==> src/rtl/stcr_regs.vh <==
// Offsets, field positions, reset values and event bits of the secure top config block
`ifndef STCR_REGS_VH
`define STCR_REGS_VH

// --------------------------------------------------------------------------
// Register byte offsets
// --------------------------------------------------------------------------
`define STCR_OFS_CONFIG 6'h00
`define STCR_OFS_EVT_STATUS 6'h04
`define STCR_OFS_EVT_MASK 6'h08
`define STCR_OFS_REDIRECT 6'h0c

// --------------------------------------------------------------------------
// Configuration register fields
// --------------------------------------------------------------------------
`define STCR_BIT_COMP_OWNER 29
`define STCR_BIT_CFG_ROUTE_NS 28
`define STCR_BIT_PERF_EN 27
`define STCR_BIT_FETCH_GUARD 26
`define STCR_BIT_EXT_FORCE_SEC 25
`define STCR_BIT_GS_SEC_ONLY 24
`define STCR_IRQ_OVR_HI 23
`define STCR_IRQ_OVR_LO 16

// Redirect control register fields
`define STCR_BIT_CFG_REDIRECT 0
`define STCR_BIT_EXT_REDIRECT 1

// --------------------------------------------------------------------------
// Reset values
// --------------------------------------------------------------------------
`define STCR_RST_BIT 1'b0
`define STCR_RST_EVT 7'h00
`define STCR_RST_REDIRECT 2'h0

// --------------------------------------------------------------------------
// Event bits of status and mask
// --------------------------------------------------------------------------
`define STCR_EVT_W 7
`define STCR_EVT_CFG_SEC 0
`define STCR_EVT_CFG_NS 1
`define STCR_EVT_CFG_SHARED 2
`define STCR_EVT_EXT_SHARED 3
`define STCR_EVT_EXT_SEC 4
`define STCR_EVT_FETCH_CB 5
`define STCR_EVT_FETCH_SEC 6

// --------------------------------------------------------------------------
// Bus answers and identification range
// --------------------------------------------------------------------------
`define STCR_RESP_OKAY 2'h0
`define STCR_RESP_SLVERR 2'h2
`define STCR_RESP_DECERR 2'h3
`define STCR_ID_RANGE_LO 12'hfd0
`define STCR_ID_RANGE_HI 12'hffc

`endif

==> src/rtl/stcr_top.v <==
// Secure top configuration register with fault routing, behind an AXI4-Lite slave
//
// Decided for this implementation: the placing of the registers and the AXI4-Lite register port.
`include "stcr_regs.vh"

// Functional notes
// - Bit 29 gives compressed index to Secure
// - No compressed indexing: bit 29 reads zero
// - Bit 28 routes NS-to-Secure config faults
// - Config redirect sends Secure-bound faults to shared
// - Route bit resets zero, fixed or absent
// - Route bit ignores common or NS targets
// - Bit 27 lets Secure events be counted
// - Bit 26 faults Secure fetch leaving NS
// - Fetch fault to context bank else Secure
// - Bit 25 forces external faults to Secure
// - External redirect moves shared faults to Secure
// - Bit 24 makes global space Secure-only
// - ID range coverage chosen by parameter
// - Bits 23:16 NS interrupt count override
// - Override may be read-only without Secure contexts
// - Register exists with two states, Secure only
module stcr_top #(
  parameter TWO_SEC_STATES = 1,
  parameter HAS_COMP_INDEX = 1,
  parameter CAN_CFG_FAULT = 1,
  parameter CFG_ROUTE_FIXED = 0,
  parameter [0:0] CFG_ROUTE_FIXED_VAL = 1'b0,
  parameter HAS_SECURE_CTX = 1,
  parameter GS_COVERS_ID = 1,
  parameter [7:0] NUM_IRQ = 8'h10,
  parameter [7:0] IRQ_OVR_IMPL = 8'h1f
) (
  // Clock and reset
  input wire aclk,
  input wire aresetn,
  // AXI4-Lite write address
  input wire awvalid,
  output wire awready,
  input wire [5:0] awaddr,
  input wire [2:0] awprot,
  // AXI4-Lite write data
  input wire wvalid,
  output wire wready,
  input wire [31:0] wdata,
  input wire [3:0] wstrb,
  // AXI4-Lite write response
  output reg bvalid,
  input wire bready,
  output reg [1:0] bresp,
  // AXI4-Lite read address
  input wire arvalid,
  output wire arready,
  input wire [5:0] araddr,
  input wire [2:0] arprot,
  // AXI4-Lite read data
  output reg rvalid,
  input wire rready,
  output reg [31:0] rdata,
  output reg [1:0] rresp,
  // Interrupt
  output wire irq,
  // Control levels
  output wire compressed_index_secure_owner,
  output wire cfg_fault_route_nonsecure,
  output reg secure_perf_count_enable,
  output reg secure_fetch_guard,
  output reg external_fault_force_secure,
  output reg global_space_secure_only,
  output wire [7:0] nonsecure_irq_count_override,
  // Configuration access fault in
  input wire cfg_fault_valid,
  input wire cfg_fault_target_secure,
  // Configuration access fault routing out
  output reg cfg_fault_to_secure,
  output reg cfg_fault_to_nonsecure,
  output reg cfg_fault_to_shared,
  // External fault in and routing out
  input wire ext_fault_valid,
  output reg ext_fault_to_shared,
  output reg ext_fault_to_secure,
  // Instruction fetch check
  input wire fetch_valid,
  input wire fetch_secure_domain,
  input wire fetch_instr,
  input wire fetch_out_nonsecure,
  input wire fetch_has_cb,
  output reg fetch_perm_fault,
  output reg fetch_fault_to_cb,
  output reg fetch_fault_to_secure,
  // Performance event gate
  input wire perf_event_valid,
  input wire perf_event_secure,
  output reg perf_count_pulse,
  // Global space access check
  input wire gs_check_valid,
  input wire gs_check_secure,
  input wire gs_check_s2_cb,
  input wire [11:0] gs_check_offset,
  output reg gs_check_done,
  output reg gs_check_allow
);

  // --------------------------------------------------------------------------
  // Helpers
  // --------------------------------------------------------------------------
  function [31:0] strb_merge;
    input [31:0] old_val;
    input [31:0] new_val;
    input [3:0] strb;
    integer i;
    begin
      strb_merge = old_val;
      for (i = 0; i < 4; i = i + 1) begin
        if (strb[i]) begin
          strb_merge[i*8 +: 8] = new_val[i*8 +: 8];
        end
      end
    end
  endfunction

  function is_mapped;
    input [5:0] addr;
    begin
      case (addr)
        `STCR_OFS_CONFIG: is_mapped = (TWO_SEC_STATES != 0);
        `STCR_OFS_EVT_STATUS: is_mapped = 1'b1;
        `STCR_OFS_EVT_MASK: is_mapped = 1'b1;
        `STCR_OFS_REDIRECT: is_mapped = 1'b1;
        default: is_mapped = 1'b0;
      endcase
    end
  endfunction

  // --------------------------------------------------------------------------
  // State
  // --------------------------------------------------------------------------
  reg comp_owner;
  reg cfg_route_q;
  reg [7:0] irq_ovr_q;
  reg [`STCR_EVT_W-1:0] evt_status;
  reg [`STCR_EVT_W-1:0] evt_mask;
  reg [1:0] redirect;
  reg aw_have;
  reg w_have;
  reg [5:0] aw_addr_q;
  reg aw_nonsec;
  reg [31:0] w_data_q;
  reg [3:0] w_strb_q;

  wire [31:0] cfg_rd;
  wire [31:0] wr_cfg;
  wire [31:0] wr_stat;
  wire [31:0] wr_mask;
  wire [31:0] wr_redir;
  wire do_write;
  wire wr_ok;
  wire rd_take;
  wire rd_nonsec;
  wire bus_cfg_fault;
  wire any_cfg_fault;
  wire any_cfg_target_sec;
  wire fetch_bad;
  wire id_range;
  reg [`STCR_EVT_W-1:0] evt_set;

  // --------------------------------------------------------------------------
  // Control field views
  // --------------------------------------------------------------------------
  assign compressed_index_secure_owner = (HAS_COMP_INDEX != 0) ? comp_owner : 1'b0;
  assign cfg_fault_route_nonsecure = (CAN_CFG_FAULT == 0) ? 1'b0 :
    (CFG_ROUTE_FIXED != 0) ? CFG_ROUTE_FIXED_VAL : cfg_route_q;
  assign nonsecure_irq_count_override = (HAS_SECURE_CTX != 0) ?
    (irq_ovr_q & IRQ_OVR_IMPL) : NUM_IRQ;

  assign cfg_rd = {2'h0,
    compressed_index_secure_owner,
    cfg_fault_route_nonsecure,
    secure_perf_count_enable,
    secure_fetch_guard,
    external_fault_force_secure,
    global_space_secure_only,
    nonsecure_irq_count_override,
    16'h0000};

  // --------------------------------------------------------------------------
  // AXI4-Lite write path
  // --------------------------------------------------------------------------
  assign awready = !aw_have && !bvalid;
  assign wready = !w_have && !bvalid;
  assign do_write = aw_have && w_have && !bvalid;
  assign wr_ok = do_write && !aw_nonsec && is_mapped(aw_addr_q);
  assign wr_cfg = strb_merge(cfg_rd, w_data_q, w_strb_q);
  assign wr_stat = strb_merge(32'h00000000, w_data_q, w_strb_q);
  assign wr_mask = strb_merge({25'h0000000, evt_mask}, w_data_q, w_strb_q);
  assign wr_redir = strb_merge({30'h00000000, redirect}, w_data_q, w_strb_q);

  always @(posedge aclk) begin
    if (!aresetn) begin
      aw_have <= 1'b0;
      w_have <= 1'b0;
      aw_addr_q <= 6'h00;
      aw_nonsec <= 1'b0;
      w_data_q <= 32'h00000000;
      w_strb_q <= 4'h0;
      bvalid <= 1'b0;
      bresp <= `STCR_RESP_OKAY;
    end else begin
      if (awvalid && awready) begin
        aw_have <= 1'b1;
        aw_addr_q <= awaddr;
        aw_nonsec <= awprot[1];
      end
      if (wvalid && wready) begin
        w_have <= 1'b1;
        w_data_q <= wdata;
        w_strb_q <= wstrb;
      end
      if (do_write) begin
        aw_have <= 1'b0;
        w_have <= 1'b0;
        bvalid <= 1'b1;
        if (!is_mapped(aw_addr_q)) begin
          bresp <= `STCR_RESP_DECERR;
        end else if (aw_nonsec) begin
          bresp <= `STCR_RESP_SLVERR;
        end else begin
          bresp <= `STCR_RESP_OKAY;
        end
      end else if (bvalid && bready) begin
        bvalid <= 1'b0;
      end
    end
  end

  // --------------------------------------------------------------------------
  // AXI4-Lite read path
  // --------------------------------------------------------------------------
  assign arready = !rvalid;
  assign rd_take = arvalid && arready;
  assign rd_nonsec = arprot[1];

  always @(posedge aclk) begin
    if (!aresetn) begin
      rvalid <= 1'b0;
      rdata <= 32'h00000000;
      rresp <= `STCR_RESP_OKAY;
    end else if (rd_take) begin
      rvalid <= 1'b1;
      rdata <= 32'h00000000;
      if (!is_mapped(araddr)) begin
        rresp <= `STCR_RESP_DECERR;
      end else if (rd_nonsec) begin
        rresp <= `STCR_RESP_SLVERR;
      end else begin
        rresp <= `STCR_RESP_OKAY;
        case (araddr)
          `STCR_OFS_CONFIG: rdata <= cfg_rd;
          `STCR_OFS_EVT_STATUS: rdata <= {25'h0000000, evt_status};
          `STCR_OFS_EVT_MASK: rdata <= {25'h0000000, evt_mask};
          `STCR_OFS_REDIRECT: rdata <= {30'h00000000, redirect};
          default: rdata <= 32'h00000000;
        endcase
      end
    end else if (rvalid && rready) begin
      rvalid <= 1'b0;
    end
  end

  // --------------------------------------------------------------------------
  // Control registers
  // --------------------------------------------------------------------------
  always @(posedge aclk) begin
    if (!aresetn) begin
      comp_owner <= `STCR_RST_BIT;
      cfg_route_q <= `STCR_RST_BIT;
      secure_perf_count_enable <= `STCR_RST_BIT;
      secure_fetch_guard <= `STCR_RST_BIT;
      external_fault_force_secure <= `STCR_RST_BIT;
      global_space_secure_only <= `STCR_RST_BIT;
      irq_ovr_q <= NUM_IRQ;
      evt_mask <= `STCR_RST_EVT;
      redirect <= `STCR_RST_REDIRECT;
    end else if (wr_ok) begin
      case (aw_addr_q)
        `STCR_OFS_CONFIG: begin
          comp_owner <= wr_cfg[`STCR_BIT_COMP_OWNER];
          cfg_route_q <= wr_cfg[`STCR_BIT_CFG_ROUTE_NS];
          secure_perf_count_enable <= wr_cfg[`STCR_BIT_PERF_EN];
          secure_fetch_guard <= wr_cfg[`STCR_BIT_FETCH_GUARD];
          external_fault_force_secure <= wr_cfg[`STCR_BIT_EXT_FORCE_SEC];
          global_space_secure_only <= wr_cfg[`STCR_BIT_GS_SEC_ONLY];
          irq_ovr_q <= wr_cfg[`STCR_IRQ_OVR_HI:`STCR_IRQ_OVR_LO] & IRQ_OVR_IMPL;
        end
        `STCR_OFS_EVT_MASK: evt_mask <= wr_mask[`STCR_EVT_W-1:0];
        `STCR_OFS_REDIRECT: redirect <= wr_redir[1:0];
        default: begin
          comp_owner <= comp_owner;
        end
      endcase
    end
  end

  // --------------------------------------------------------------------------
  // Fault routing
  // --------------------------------------------------------------------------
  // A refused Non-secure bus access is itself a fault on a Secure register
  assign bus_cfg_fault = (do_write && aw_nonsec && is_mapped(aw_addr_q)) ||
    (rd_take && rd_nonsec && is_mapped(araddr));
  assign any_cfg_fault = (CAN_CFG_FAULT != 0) && (cfg_fault_valid || bus_cfg_fault);
  assign any_cfg_target_sec = bus_cfg_fault || cfg_fault_target_secure;
  assign fetch_bad = fetch_valid && secure_fetch_guard && fetch_secure_domain &&
    fetch_instr && fetch_out_nonsecure;
  assign id_range = (gs_check_offset >= `STCR_ID_RANGE_LO) &&
    (gs_check_offset <= `STCR_ID_RANGE_HI);

  always @* begin
    evt_set = `STCR_RST_EVT;
    if (any_cfg_fault) begin
      if (!any_cfg_target_sec) begin
        evt_set[`STCR_EVT_CFG_NS] = 1'b1;
      end else if (cfg_fault_route_nonsecure) begin
        evt_set[`STCR_EVT_CFG_NS] = 1'b1;
      end else if (redirect[`STCR_BIT_CFG_REDIRECT]) begin
        evt_set[`STCR_EVT_CFG_SHARED] = 1'b1;
      end else begin
        evt_set[`STCR_EVT_CFG_SEC] = 1'b1;
      end
    end
    if (ext_fault_valid) begin
      if (external_fault_force_secure || redirect[`STCR_BIT_EXT_REDIRECT]) begin
        evt_set[`STCR_EVT_EXT_SEC] = 1'b1;
      end else begin
        evt_set[`STCR_EVT_EXT_SHARED] = 1'b1;
      end
    end
    if (fetch_bad) begin
      if (fetch_has_cb) begin
        evt_set[`STCR_EVT_FETCH_CB] = 1'b1;
      end else begin
        evt_set[`STCR_EVT_FETCH_SEC] = 1'b1;
      end
    end
  end

  always @(posedge aclk) begin
    if (!aresetn) begin
      cfg_fault_to_secure <= 1'b0;
      cfg_fault_to_nonsecure <= 1'b0;
      cfg_fault_to_shared <= 1'b0;
      ext_fault_to_shared <= 1'b0;
      ext_fault_to_secure <= 1'b0;
      fetch_perm_fault <= 1'b0;
      fetch_fault_to_cb <= 1'b0;
      fetch_fault_to_secure <= 1'b0;
      perf_count_pulse <= 1'b0;
      gs_check_done <= 1'b0;
      gs_check_allow <= 1'b0;
    end else begin
      cfg_fault_to_secure <= evt_set[`STCR_EVT_CFG_SEC];
      cfg_fault_to_nonsecure <= evt_set[`STCR_EVT_CFG_NS];
      cfg_fault_to_shared <= evt_set[`STCR_EVT_CFG_SHARED];
      ext_fault_to_shared <= evt_set[`STCR_EVT_EXT_SHARED];
      ext_fault_to_secure <= evt_set[`STCR_EVT_EXT_SEC];
      fetch_perm_fault <= fetch_bad;
      fetch_fault_to_cb <= evt_set[`STCR_EVT_FETCH_CB];
      fetch_fault_to_secure <= evt_set[`STCR_EVT_FETCH_SEC];
      perf_count_pulse <= perf_event_valid &&
        (!perf_event_secure || secure_perf_count_enable);
      gs_check_done <= gs_check_valid;
      if (gs_check_secure || !global_space_secure_only) begin
        gs_check_allow <= gs_check_valid;
      end else if (id_range && (GS_COVERS_ID == 0) && !gs_check_s2_cb) begin
        gs_check_allow <= gs_check_valid;
      end else begin
        gs_check_allow <= 1'b0;
      end
    end
  end

  // --------------------------------------------------------------------------
  // Event status and interrupt
  // --------------------------------------------------------------------------
  // New events win over a write-one-to-clear in the same cycle
  always @(posedge aclk) begin
    if (!aresetn) begin
      evt_status <= `STCR_RST_EVT;
    end else if (wr_ok && (aw_addr_q == `STCR_OFS_EVT_STATUS)) begin
      evt_status <= (evt_status & ~wr_stat[`STCR_EVT_W-1:0]) | evt_set;
    end else begin
      evt_status <= evt_status | evt_set;
    end
  end

  assign irq = |(evt_status & evt_mask);

endmodule // stcr_top

==> config.mk <==
export PLATFORM = sky130hd
export DESIGN_NAME = stcr_top
export DESIGN_NICKNAME = d
export VERILOG_FILES = /design/src/rtl/stcr_top.v
export VERILOG_INCLUDE_DIRS = /design/src /design/src/rtl
export SDC_FILE = /design/constraint.sdc
export NUM_CORES = 1
export LEC_CHECK = 0
export BUFFER_PORTS_ARGS = -buffer_cell sky130_fd_sc_hd__buf_2
export CAP_MARGIN = 20
export CORE_UTILIZATION = 43
export CTS_CLUSTER_DIAMETER = 50
export CTS_CLUSTER_SIZE = 8
export DETAILED_ROUTE_END_ITERATION = 10
export GPL_TIMING_DRIVEN = 0
export PLACE_DENSITY_LB_ADDON = 0.25
export SLEW_MARGIN = 40
export SYNTH_ARGS = -nofsm -noshare
export SYNTH_HDL_FRONTEND = slang
export SYNTH_SLANG_ARGS = --single-unit
==> constraint.sdc <==
create_clock -name aclk -period 1.8 [get_ports aclk]
set_input_delay 0.09 -clock aclk [delete_from_list [all_inputs] [get_ports aclk]]
set_output_delay 0.09 -clock aclk [all_outputs]
set_load 0.02 [all_outputs]
==> flow_summary.json, run 1 <==
{
  "synth_area_um2": 3710,
  "ys_seq_area_share_pct": 49.6,
  "synth-seq-cells": 92,
  "slowest_stage": "or4_4",
  "r2r-start": "aw_addr_q[4]$_SDFFE_PN0P_",
  "cts_tree": "yes",
  "drive_gt1_share_pct": 27.4,
  "die_h_um": 94.9,
  "grt_max_degree": 16,
  "grt-ovfl-total": 0,
  "cts.sinks": 92,
  "layout.nets": 653,
  "start_util_pct": 44.7,
  "pwr-share-clk_pct": 34.3,
  "cts_max_level": 3,
  "detail-route-antenna-nets": 0,
  "status": "complete, no violations",
  "async_flop_share_pct": 0,
  "crit_path_max_incr_delay_ps": 600,
  "drv_cap": 0,
  "die_w_um": 94.9,
  "p_comb_share_pct": 12.6,
  "p_seq_share_pct": 53.1,
  "multi_input_area_um2": 1720,
  "cts-root-buf": "clkbuf_8",
  "internal_power_mw": 3.03,
  "whs_path_depth": 3,
  "crit_chain": "or4_4, nor4_4, buf_6, nand2_1, a31o_2",
  "antenna_found_initial": 0,
  "holdCritStartpoint": "awaddr[0]",
  "drt-initial-drc-count": 108,
  "cp-start-kind": "flop",
  "max-vdd-ir-drop_mv": 0.402,
  "synth_edf_count": 0,
  "utilization_pct": 61.1,
  "clock.fmax_ghz": 0.570,
  "r2r_cells": 5,
  "path_clk_slew_ps": 90,
  "path_max_fanout": 7,
  "gp_congestion": 0.784,
  "rrSetupSlack_ps": 50,
  "die_area_um2": 9010,
  "design.core.area_um2": 8300,
  "path_delay_family": "simple AND/OR/NAND/NOR gates",
  "grt_pass1_vias": 2963,
  "p_sw_share_pct": 25.6,
  "synth_ff_type": "dfxtp_1",
  "drc": 0,
  "hpwlAfterDp_um": 6700,
  "place_ws_ps": -230,
  "hold_viol": 0,
  "tightest_slew_ps": 534,
  "slew_headroom_pct": 64.4,
  "drt-wirelength-per-cell_um": 13.5,
  "syn-mean-instance-area_um2": 9.37,
  "dr.pass1.iters": 4,
  "syn_to_final_growth_pct": 36.5,
  "final.setup.worst_slack_ps": 46.6,
  "required_ps": 2060,
  "grt_pass1_wl_um": 14200,
  "ios": 153,
  "grt_use_total_pct": 20.8,
  "post-route-period-util_pct": 97.4,
  "fin_setup_tns_ps": 0,
  "nFillCells": 734,
  "min_to": "aw_addr_q[0]$_SDFFE_PN0P_",
  "criticalPathCategory": "reg2reg",
  "num_vias": 3257,
  "finalSetupViolations": 0,
  "num_antenna_cells": 0,
  "power.density_nw_per_um2": 804,
  "drv_slew": 0,
  "totalWireLength_um": 9170,
  "worstSkewPairLatency_ps": 360,
  "final_cell_mix": "102 x buf_2, 92 x dfxtp_1, 71 x nand2_1",
  "seqCellArea_um2": 1840,
  "cp.arrival_ps": 2010,
  "skew_ps": 12.2,
  "regToRegEndpoint": "evt_status[6]$_SDFF_PN0_",
  "cp-end-kind": "flop",
  "numPortBuffers": 102,
  "fp-row-count": 33,
  "yosys_warnings": 0,
  "cts_buffers": 9,
  "p_switching_mw": 1.04,
  "cp_num_buf_inv": 1,
  "hold_path_class": "in2reg",
  "ctsLongestPathBuffers": 2,
  "layout_commonest_cell": "buf_2",
  "min_period_ps": 1750,
  "vias_per_cell": 4.81,
  "leakage_nw": 2.24,
  "synth_cell_types": 37,
  "synth_cells": 396
}
per-layer routing:
layer,share of wire (%),global-route usage (%),vias up
li1,-,-,1659
met1,47,27.0,1487
met2,47,34.5,107
met3,5.3,3.62,4
met4,0.82,8.08,0
met5,0,0,-
Yosys cell counts (2+ instances only):
master | number | share of area [%]
a22oi_1 | 20 | 4.0
nor2_1 | 13 | 1.3
a21oi_1 | 4 | 0.54
nor3b_1 | 3 | 0.61
o211a_1 | 3 | 0.81
nand2_1 | 71 | 7.2
dfxtp_1 | 92 | 50
clkbuf_1 | 20 | 2.0
a21boi_0 | 23 | 4.7
o21ai_0 | 9 | 1.2
nand4_1 | 3 | 0.51
inv_1 | 5 | 0.51
mux2i_1 | 26 | 7.0
a31oi_1 | 2 | 0.34
a31o_2 | 8 | 1.9
nor4_1 | 2 | 0.34
nor3_1 | 3 | 0.40
nor2b_1 | 38 | 6.4
nand3b_1 | 4 | 0.81
nand2b_1 | 2 | 0.34
nor4_4 | 2 | 1.1
and2_1 | 9 | 1.5
buf_4 | 17 | 3.4
mux2_2 | 2 | 0.61
nand3_1 | 3 | 0.40
through the flow:
step / power, mW / instances / area, um^2 / hold slack (ps)
after floorplan: 2.50 / 412 / 3770 / 181
after global placement: 2.64 / 619 / 4410 / 272
after detailed placement: 2.65 / 619 / 4410 / 272
after CTS: 4.10 / 675 / 5040 / 6.52
after global routing: 4.26 / 677 / 5070 / 24.4
final: 4.08 / 677 / 5070 / 30.0
how the worst max path moves through the flow:
| stage | start | endpoint | slack, ps | cells after the start |
|---|---|---|---|---|
| floorplan | aw_addr_q[4]$_SDFFE_PN0P_ | evt_mask[0]$_SDFFE_PN0P_ | 5 | 4 |
| finish | aw_addr_q[4]$_SDFFE_PN0P_ | evt_status[6]$_SDFF_PN0_ | 50 | 5 |
| CTS | rvalid$_SDFFE_PN0P_ | rdata[17]$_SDFFE_PN0N_ | 30 | 6 |
| detailed placement | rvalid$_SDFFE_PN0P_ | rdata[17]$_SDFFE_PN0N_ | -230 | 6 |
| global route | aw_addr_q[0]$_SDFFE_PN0P_ | irq_ovr_q[2]$_SDFFE_PN0P_ | -10 | 4 |
| global placement | rvalid$_SDFFE_PN0P_ | rdata[18]$_SDFFE_PN0N_ | -150 | 6 |
worst min-delay path: stages:
cell and delay, ps:
buf_2 90, mux2i_1 80, nor2b_1 100
cells by family after synthesis:
logic type | after synthesis | synth area share (%)
compound gates | 70 | 13.8
buf+inv | 43 | 6.07
flops | 92 | 49.6
mux | 28 | 7.62
other cells | 1 | 0.101
simple gates | 162 | 22.9
flip-flops by register name (all words and copies together) (netlist names), 2 cells and up:
| register | count |
|---|---|
| rdata | 18 |
| w_data_q | 18 |
| evt_mask | 7 |
| evt_status | 7 |
| aw_addr_q | 6 |
| irq_ovr_q | 5 |
| w_strb_q | 3 |
| bresp | 2 |
| redirect | 2 |
| rresp | 2 |
timing repair:
item                                    in CTS  in global routing
buffers inserted                             2                  1
hold buffers                                38                  1
gates resized for setup                      3                  8
endpoints found under the setup margin      31                 29
hold endpoints to repair                    36                  1
pin swaps                                    2                  2
power groups by stage:
| stage | logic, mW | registers [mW] | clock network, mW |
|---|---|---|---|
| floorplan | 0.282 | 2.21 | 0 |
| global placement | 0.439 | 2.20 | 0 |
| detailed placement | 0.445 | 2.21 | 0 |
| CTS | 0.508 | 2.16 | 1.43 |
| global route | 0.563 | 2.17 | 1.53 |
| finish | 0.514 | 2.16 | 1.40 |
cell type report:
cell class | count | area share, %
inverters | 5 | 0.370
clock buffers | 11 | 2.79
clock inverters | 5 | 1.18
repair buffers | 144 | 18.5
multi-input cells | 277 | 34.0
plain buffers | 38 | 4.17
flip-flops and latches | 92 | 36.3
well taps | 105 | 2.59
Note: power is estimated with default switching activity, not from simulation.
==> run 2: changes to the inputs <==
--- a/config.mk
+++ b/config.mk
@@ -9,6 +9,7 @@
 export BUFFER_PORTS_ARGS = -buffer_cell sky130_fd_sc_hd__buf_2
 export CAP_MARGIN = 20
 export CORE_UTILIZATION = 43
+export CTS_BUF_LIST = sky130_fd_sc_hd__clkbuf_8 sky130_fd_sc_hd__clkbuf_16
 export CTS_CLUSTER_DIAMETER = 50
 export CTS_CLUSTER_SIZE = 8
 export DETAILED_ROUTE_END_ITERATION = 10
==> run 2 against run 1 <==
Net effect:
- die area is the same
- routed wire length rose by 0.20%
- setup slack gained 2.8 ps
- sequential power is essentially flat
- critical endpoint is now redirect[1]$_SDFFE_PN0P_
- global-route usage stayed put
- via count up 0.25%
- combinational power hardly changed
- clock skew down 0.60 ps
==> flow_summary.json, run 2 (synthesized netlist as in run 1, its figures left out) <==
{
  "hold_viol": 0,
  "drt-wirelength-per-cell_um": 13.6,
  "drive_gt1_share_pct": 27.4,
  "antenna_found_initial": 0,
  "grt_max_degree": 16,
  "die_w_um": 94.9,
  "fp-row-count": 33,
  "power.density_nw_per_um2": 804,
  "cp_num_buf_inv": 0,
  "num_antenna_cells": 0,
  "ios": 153,
  "max-vdd-ir-drop_mv": 0.401,
  "largest_registers": "rdata (18), w_data_q (18)",
  "layout_commonest_cell": "buf_2",
  "grt_pass1_wl_um": 14200,
  "detail-route-antenna-nets": 0,
  "cp-end-kind": "flop",
  "layout.nets": 653,
  "cts_tree": "yes",
  "cp.arrival_ps": 2030,
  "num_vias": 3265,
  "clock.fmax_ghz": 0.571,
  "drt-initial-drc-count": 108,
  "drc": 0,
  "path_clk_slew_ps": 90,
  "gp_congestion": 0.784,
  "leakage_nw": 2.25,
  "grt_pass1_vias": 2963,
  "grt-ovfl-total": 0,
  "skew_ps": 11.6,
  "cp-start-kind": "flop",
  "cts_buffers": 9,
  "finalSetupViolations": 0,
  "slowest_stage": "or4_4",
  "cts-root-buf": "clkbuf_8",
  "start_util_pct": 44.7,
  "syn_to_final_growth_pct": 36.5,
  "worstSkewPairLatency_ps": 360,
  "criticalPathCategory": "reg2reg",
  "crit_path_max_incr_delay_ps": 600,
  "dr.pass1.iters": 4,
  "grt_use_total_pct": 20.8,
  "post-route-period-util_pct": 97.3,
  "required_ps": 2080,
  "place_ws_ps": -230,
  "drv_slew": 0,
  "path_max_fanout": 3,
  "final.setup.worst_slack_ps": 49.4,
  "nFillCells": 734,
  "final_cell_mix": "102 x buf_2, 92 x dfxtp_1, 71 x nand2_1",
  "status": "complete, no violations",
  "tightest_slew_ps": 561,
  "crit_chain": "or4_4, nor3_2, and4_2, mux2i_1",
  "path_delay_family": "simple AND/OR/NAND/NOR gates",
  "slew_headroom_pct": 62.6,
  "hold_path_class": "in2reg",
  "die_area_um2": 9010,
  "design.core.area_um2": 8300,
  "vias_per_cell": 4.82,
  "cts.sinks": 92,
  "multi_input_area_um2": 1720,
  "min_period_ps": 1750,
  "die_h_um": 94.9,
  "cts_max_level": 3,
  "numPortBuffers": 102,
  "ctsLongestPathBuffers": 2,
  "utilization_pct": 61.1,
  "drv_cap": 0,
  "hpwlAfterDp_um": 6700,
  "seqCellArea_um2": 1840,
  "totalWireLength_um": 9190
}
run 2: worst register-to-register path, cell delays in order (launching register included):
cell and delay (ps):
dfxtp_1 340, or4_4 600, nor3_2 230, and4_2 300, mux2i_1 210
run 2: worst paths after layout:
kind              slack (ps)                      start                         to  depth (start not counted)
setup / recovery          50  aw_addr_q[4]$_SDFFE_PN0P_   redirect[1]$_SDFFE_PN0P_                          4
hold / removal            30                  awaddr[0]  aw_addr_q[0]$_SDFFE_PN0P_                          3
setup reg to reg          50  aw_addr_q[4]$_SDFFE_PN0P_   redirect[1]$_SDFFE_PN0P_                          4
hold reg to reg          470  w_data_q[26]$_SDFFE_PN0P_  w_data_q[26]$_SDFFE_PN0P_                          2
run 2: per-stage QoR:
stage | TNS (ps) | cells | hold slack, ps | power (mW) | cell area (um^2)
floorplan | 0 | 412 | 181 | 2.50 | 3770
global placement | -2980 | 619 | 272 | 2.64 | 4410
detailed placement | -4100 | 619 | 272 | 2.65 | 4410
CTS | 0 | 675 | 6.52 | 4.10 | 5040
global route | -27.1 | 677 | 24.0 | 4.26 | 5070
finish | 0 | 677 | 29.1 | 4.07 | 5070
run 2: layout make-up:
class                   instances  share of cell area [%]
clock buffers                  10                    2.72
well taps                     105                    2.59
multi-input cells             277                    34.0
flip-flops and latches         92                    36.3
inverters                       5                   0.370
repair buffers                144                    18.5
clock inverters                 6                    1.26
plain buffers                  38                    4.17
run 2: report_power, final:
part           internal [mW]  switching (mW)
registers               2.11          0.0573
logic                  0.242           0.273
clock network          0.680           0.715
total                   3.03            1.04
run 2: per-layer routing:
layer	global-route usage, %	up-vias	share of wire (%)
met4	8.08	0	1.4
met2	34.5	104	46
li1	-	1659	-
met3	3.62	9	4.7
met5	0	-	0
met1	27.0	1493	48
run 2: what timing repair did:
| action | 4_1_cts | 5_1_grt |
|---|---|---|
| pin swaps | 2 | 2 |
| hold endpoints to repair | 36 | 1 |
| buffers inserted | 2 | 1 |
| hold buffers | 38 | 1 |
| resized for setup | 3 | 8 |
| endpoints found under the setup margin | 31 | 29 |
==> run 3: changes to the inputs <==
--- a/config.mk
+++ b/config.mk
@@ -8,6 +8,7 @@
 export LEC_CHECK = 0
 export BUFFER_PORTS_ARGS = -buffer_cell sky130_fd_sc_hd__buf_2
 export CAP_MARGIN = 20
+export CORE_ASPECT_RATIO = 1.4
 export CORE_UTILIZATION = 43
 export CTS_BUF_LIST = sky130_fd_sc_hd__clkbuf_8 sky130_fd_sc_hd__clkbuf_16
 export CTS_CLUSTER_DIAMETER = 50
==> run 3 against run 2 <==
Net effect:
- critical endpoint is now redirect[0]$_SDFFE_PN0P_
- largest power group unchanged
- routed wire length is 4.9% lower
- non-clock buffer count is 33 lower
- setup slack worse by 1.0 ps
- clock skew is 5.0 ps lower
==> flow_summary.json, run 3 (synthesized netlist as in run 1, its figures left out) <==
{
  "grt_max_degree": 14,
  "die_w_um": 80.5,
  "hold_path_class": "in2reg",
  "drv_cap": 0,
  "drv_slew": 0,
  "ctsLongestPathBuffers": 2,
  "leakage_nw": 2.15,
  "cts_max_level": 3,
  "p_seq_share_pct": 50.0,
  "total_power_mw": 4.33,
  "post-route-period-util_pct": 97.3,
  "power.density_nw_per_um2": 900,
  "p_sw_share_pct": 23.9,
  "tightest_slew_ps": 531,
  "finalSetupViolations": 0,
  "detail-route-antenna-nets": 0,
  "grt-ovfl-total": 0,
  "syn_to_final_growth_pct": 29.7,
  "drt-initial-drc-count": 142,
  "skew_ps": 6.64,
  "cp-end-kind": "flop",
  "hpwlAfterDp_um": 6720,
  "num_vias": 3116,
  "utilization_pct": 58.4,
  "drive_gt1_share_pct": 28.8,
  "numPortBuffers": 102,
  "required_ps": 2060,
  "worstSkewPairLatency_ps": 330,
  "layout_commonest_cell": "buf_2",
  "start_util_pct": 45.0,
  "cp.arrival_ps": 2010,
  "clock.fmax_ghz": 0.571,
  "dr.pass1.iters": 4,
  "cts_tree": "yes",
  "drt-wirelength-per-cell_um": 13.7,
  "cts-root-buf": "clkbuf_16",
  "largest_registers": "rdata (18), w_data_q (18)",
  "antenna_found_initial": 0,
  "rsz0062_at_grt": "yes",
  "pwr-share-clk_pct": 39.4,
  "hold_viol": 0,
  "max-vdd-ir-drop_mv": 0.682,
  "cts.sinks": 92,
  "grt_pass1_wl_um": 13900,
  "rrSetupSlack_ps": 50,
  "path_clk_slew_ps": 60,
  "cp-start-kind": "flop",
  "cts_buffers": 9,
  "min_period_ps": 1750,
  "grt_pass1_vias": 2903,
  "grt_use_total_pct": 20.3,
  "criticalPathCategory": "reg2reg",
  "drc": 0,
  "totalWireLength_um": 8740,
  "p_comb_share_pct": 10.6,
  "internal_power_mw": 3.30,
  "slew_headroom_pct": 64.6,
  "p_switching_mw": 1.04,
  "die_h_um": 112,
  "path_max_fanout": 3,
  "gp_congestion": 0.784,
  "final_cell_mix": "102 x buf_2, 90 x dfxtp_1, 71 x nand2_1",
  "design.core.area_um2": 8250,
  "num_antenna_cells": 0,
  "fp-row-count": 39,
  "layout.nets": 620,
  "vias_per_cell": 4.87,
  "die_area_um2": 9010,
  "status": "complete, no violations",
  "ios": 153
}
[run 3: per-stage QoR]
step	std cells	worst slack [ps]	instance area [um^2]	hold WS (ps)	setup TNS, ps
final	640	48.4	4820	5.42	0
after floorplan	412	5.28	3770	181	0
after global placement	616	-161	4410	270	-3380
after detailed placement	616	-205	4410	271	-4410
after global routing	640	-25.4	4820	3.56	-55.2
after CTS	640	50.7	4790	0.240	0
[run 3: power by group through the flow]
stage / clock network [mW] / logic (mW) / registers, mW
after CTS: 1.74 / 0.457 / 2.16
final: 1.71 / 0.459 / 2.17
after detailed placement: 0 / 0.445 / 2.21
after global placement: 0 / 0.438 / 2.20
after global routing: 1.83 / 0.509 / 2.18
after floorplan: 0 / 0.282 / 2.21
[run 3: repair_timing]
item,CTS,global route
hold buffers,5,0
pin swaps,4,0
setup endpoints to repair,36,24
buffers inserted,4,0
gates resized for setup,3,9
endpoints found under the hold margin,4,0
[run 3: worst max-delay path, stage by stage, from the launching register on]
cell     delay, ps
dfxtp_2        340
or4_4          580
nor3_1         280
and4_1         300
mux2i_1        180
[run 3: final timing paths]
kind	endpoint	start	cells after the start
hold reg to reg	w_data_q[16]$_SDFFE_PN0P_	w_data_q[16]$_SDFFE_PN0P_	2
setup / recovery	redirect[0]$_SDFFE_PN0P_	aw_addr_q[4]$_SDFFE_PN0P_	4
hold / removal	w_data_q[24]$_SDFFE_PN0P_	wdata[24]	3
setup reg to reg	redirect[0]$_SDFFE_PN0P_	aw_addr_q[4]$_SDFFE_PN0P_	4
[run 3: cell type report]
type,instances,area (um^2)
Buffer,38,211
Clock buffer,11,253
Clock inverter,4,18.8
Fill cell,742,3430
Inverter,5,18.8
Multi-Input combinational cell,277,1740
Sequential cell,92,1840
Tap cell,102,128
Timing Repair Buffer,111,607
[run 3: routing by layer]
layer	vias up	wire (um)	track usage, %
li1	1596	-	-
met1	1417	3730	24.1
met2	92	4430	35.5
met3	11	453	4.43
met4	0	128	6.90
met5	-	0	0
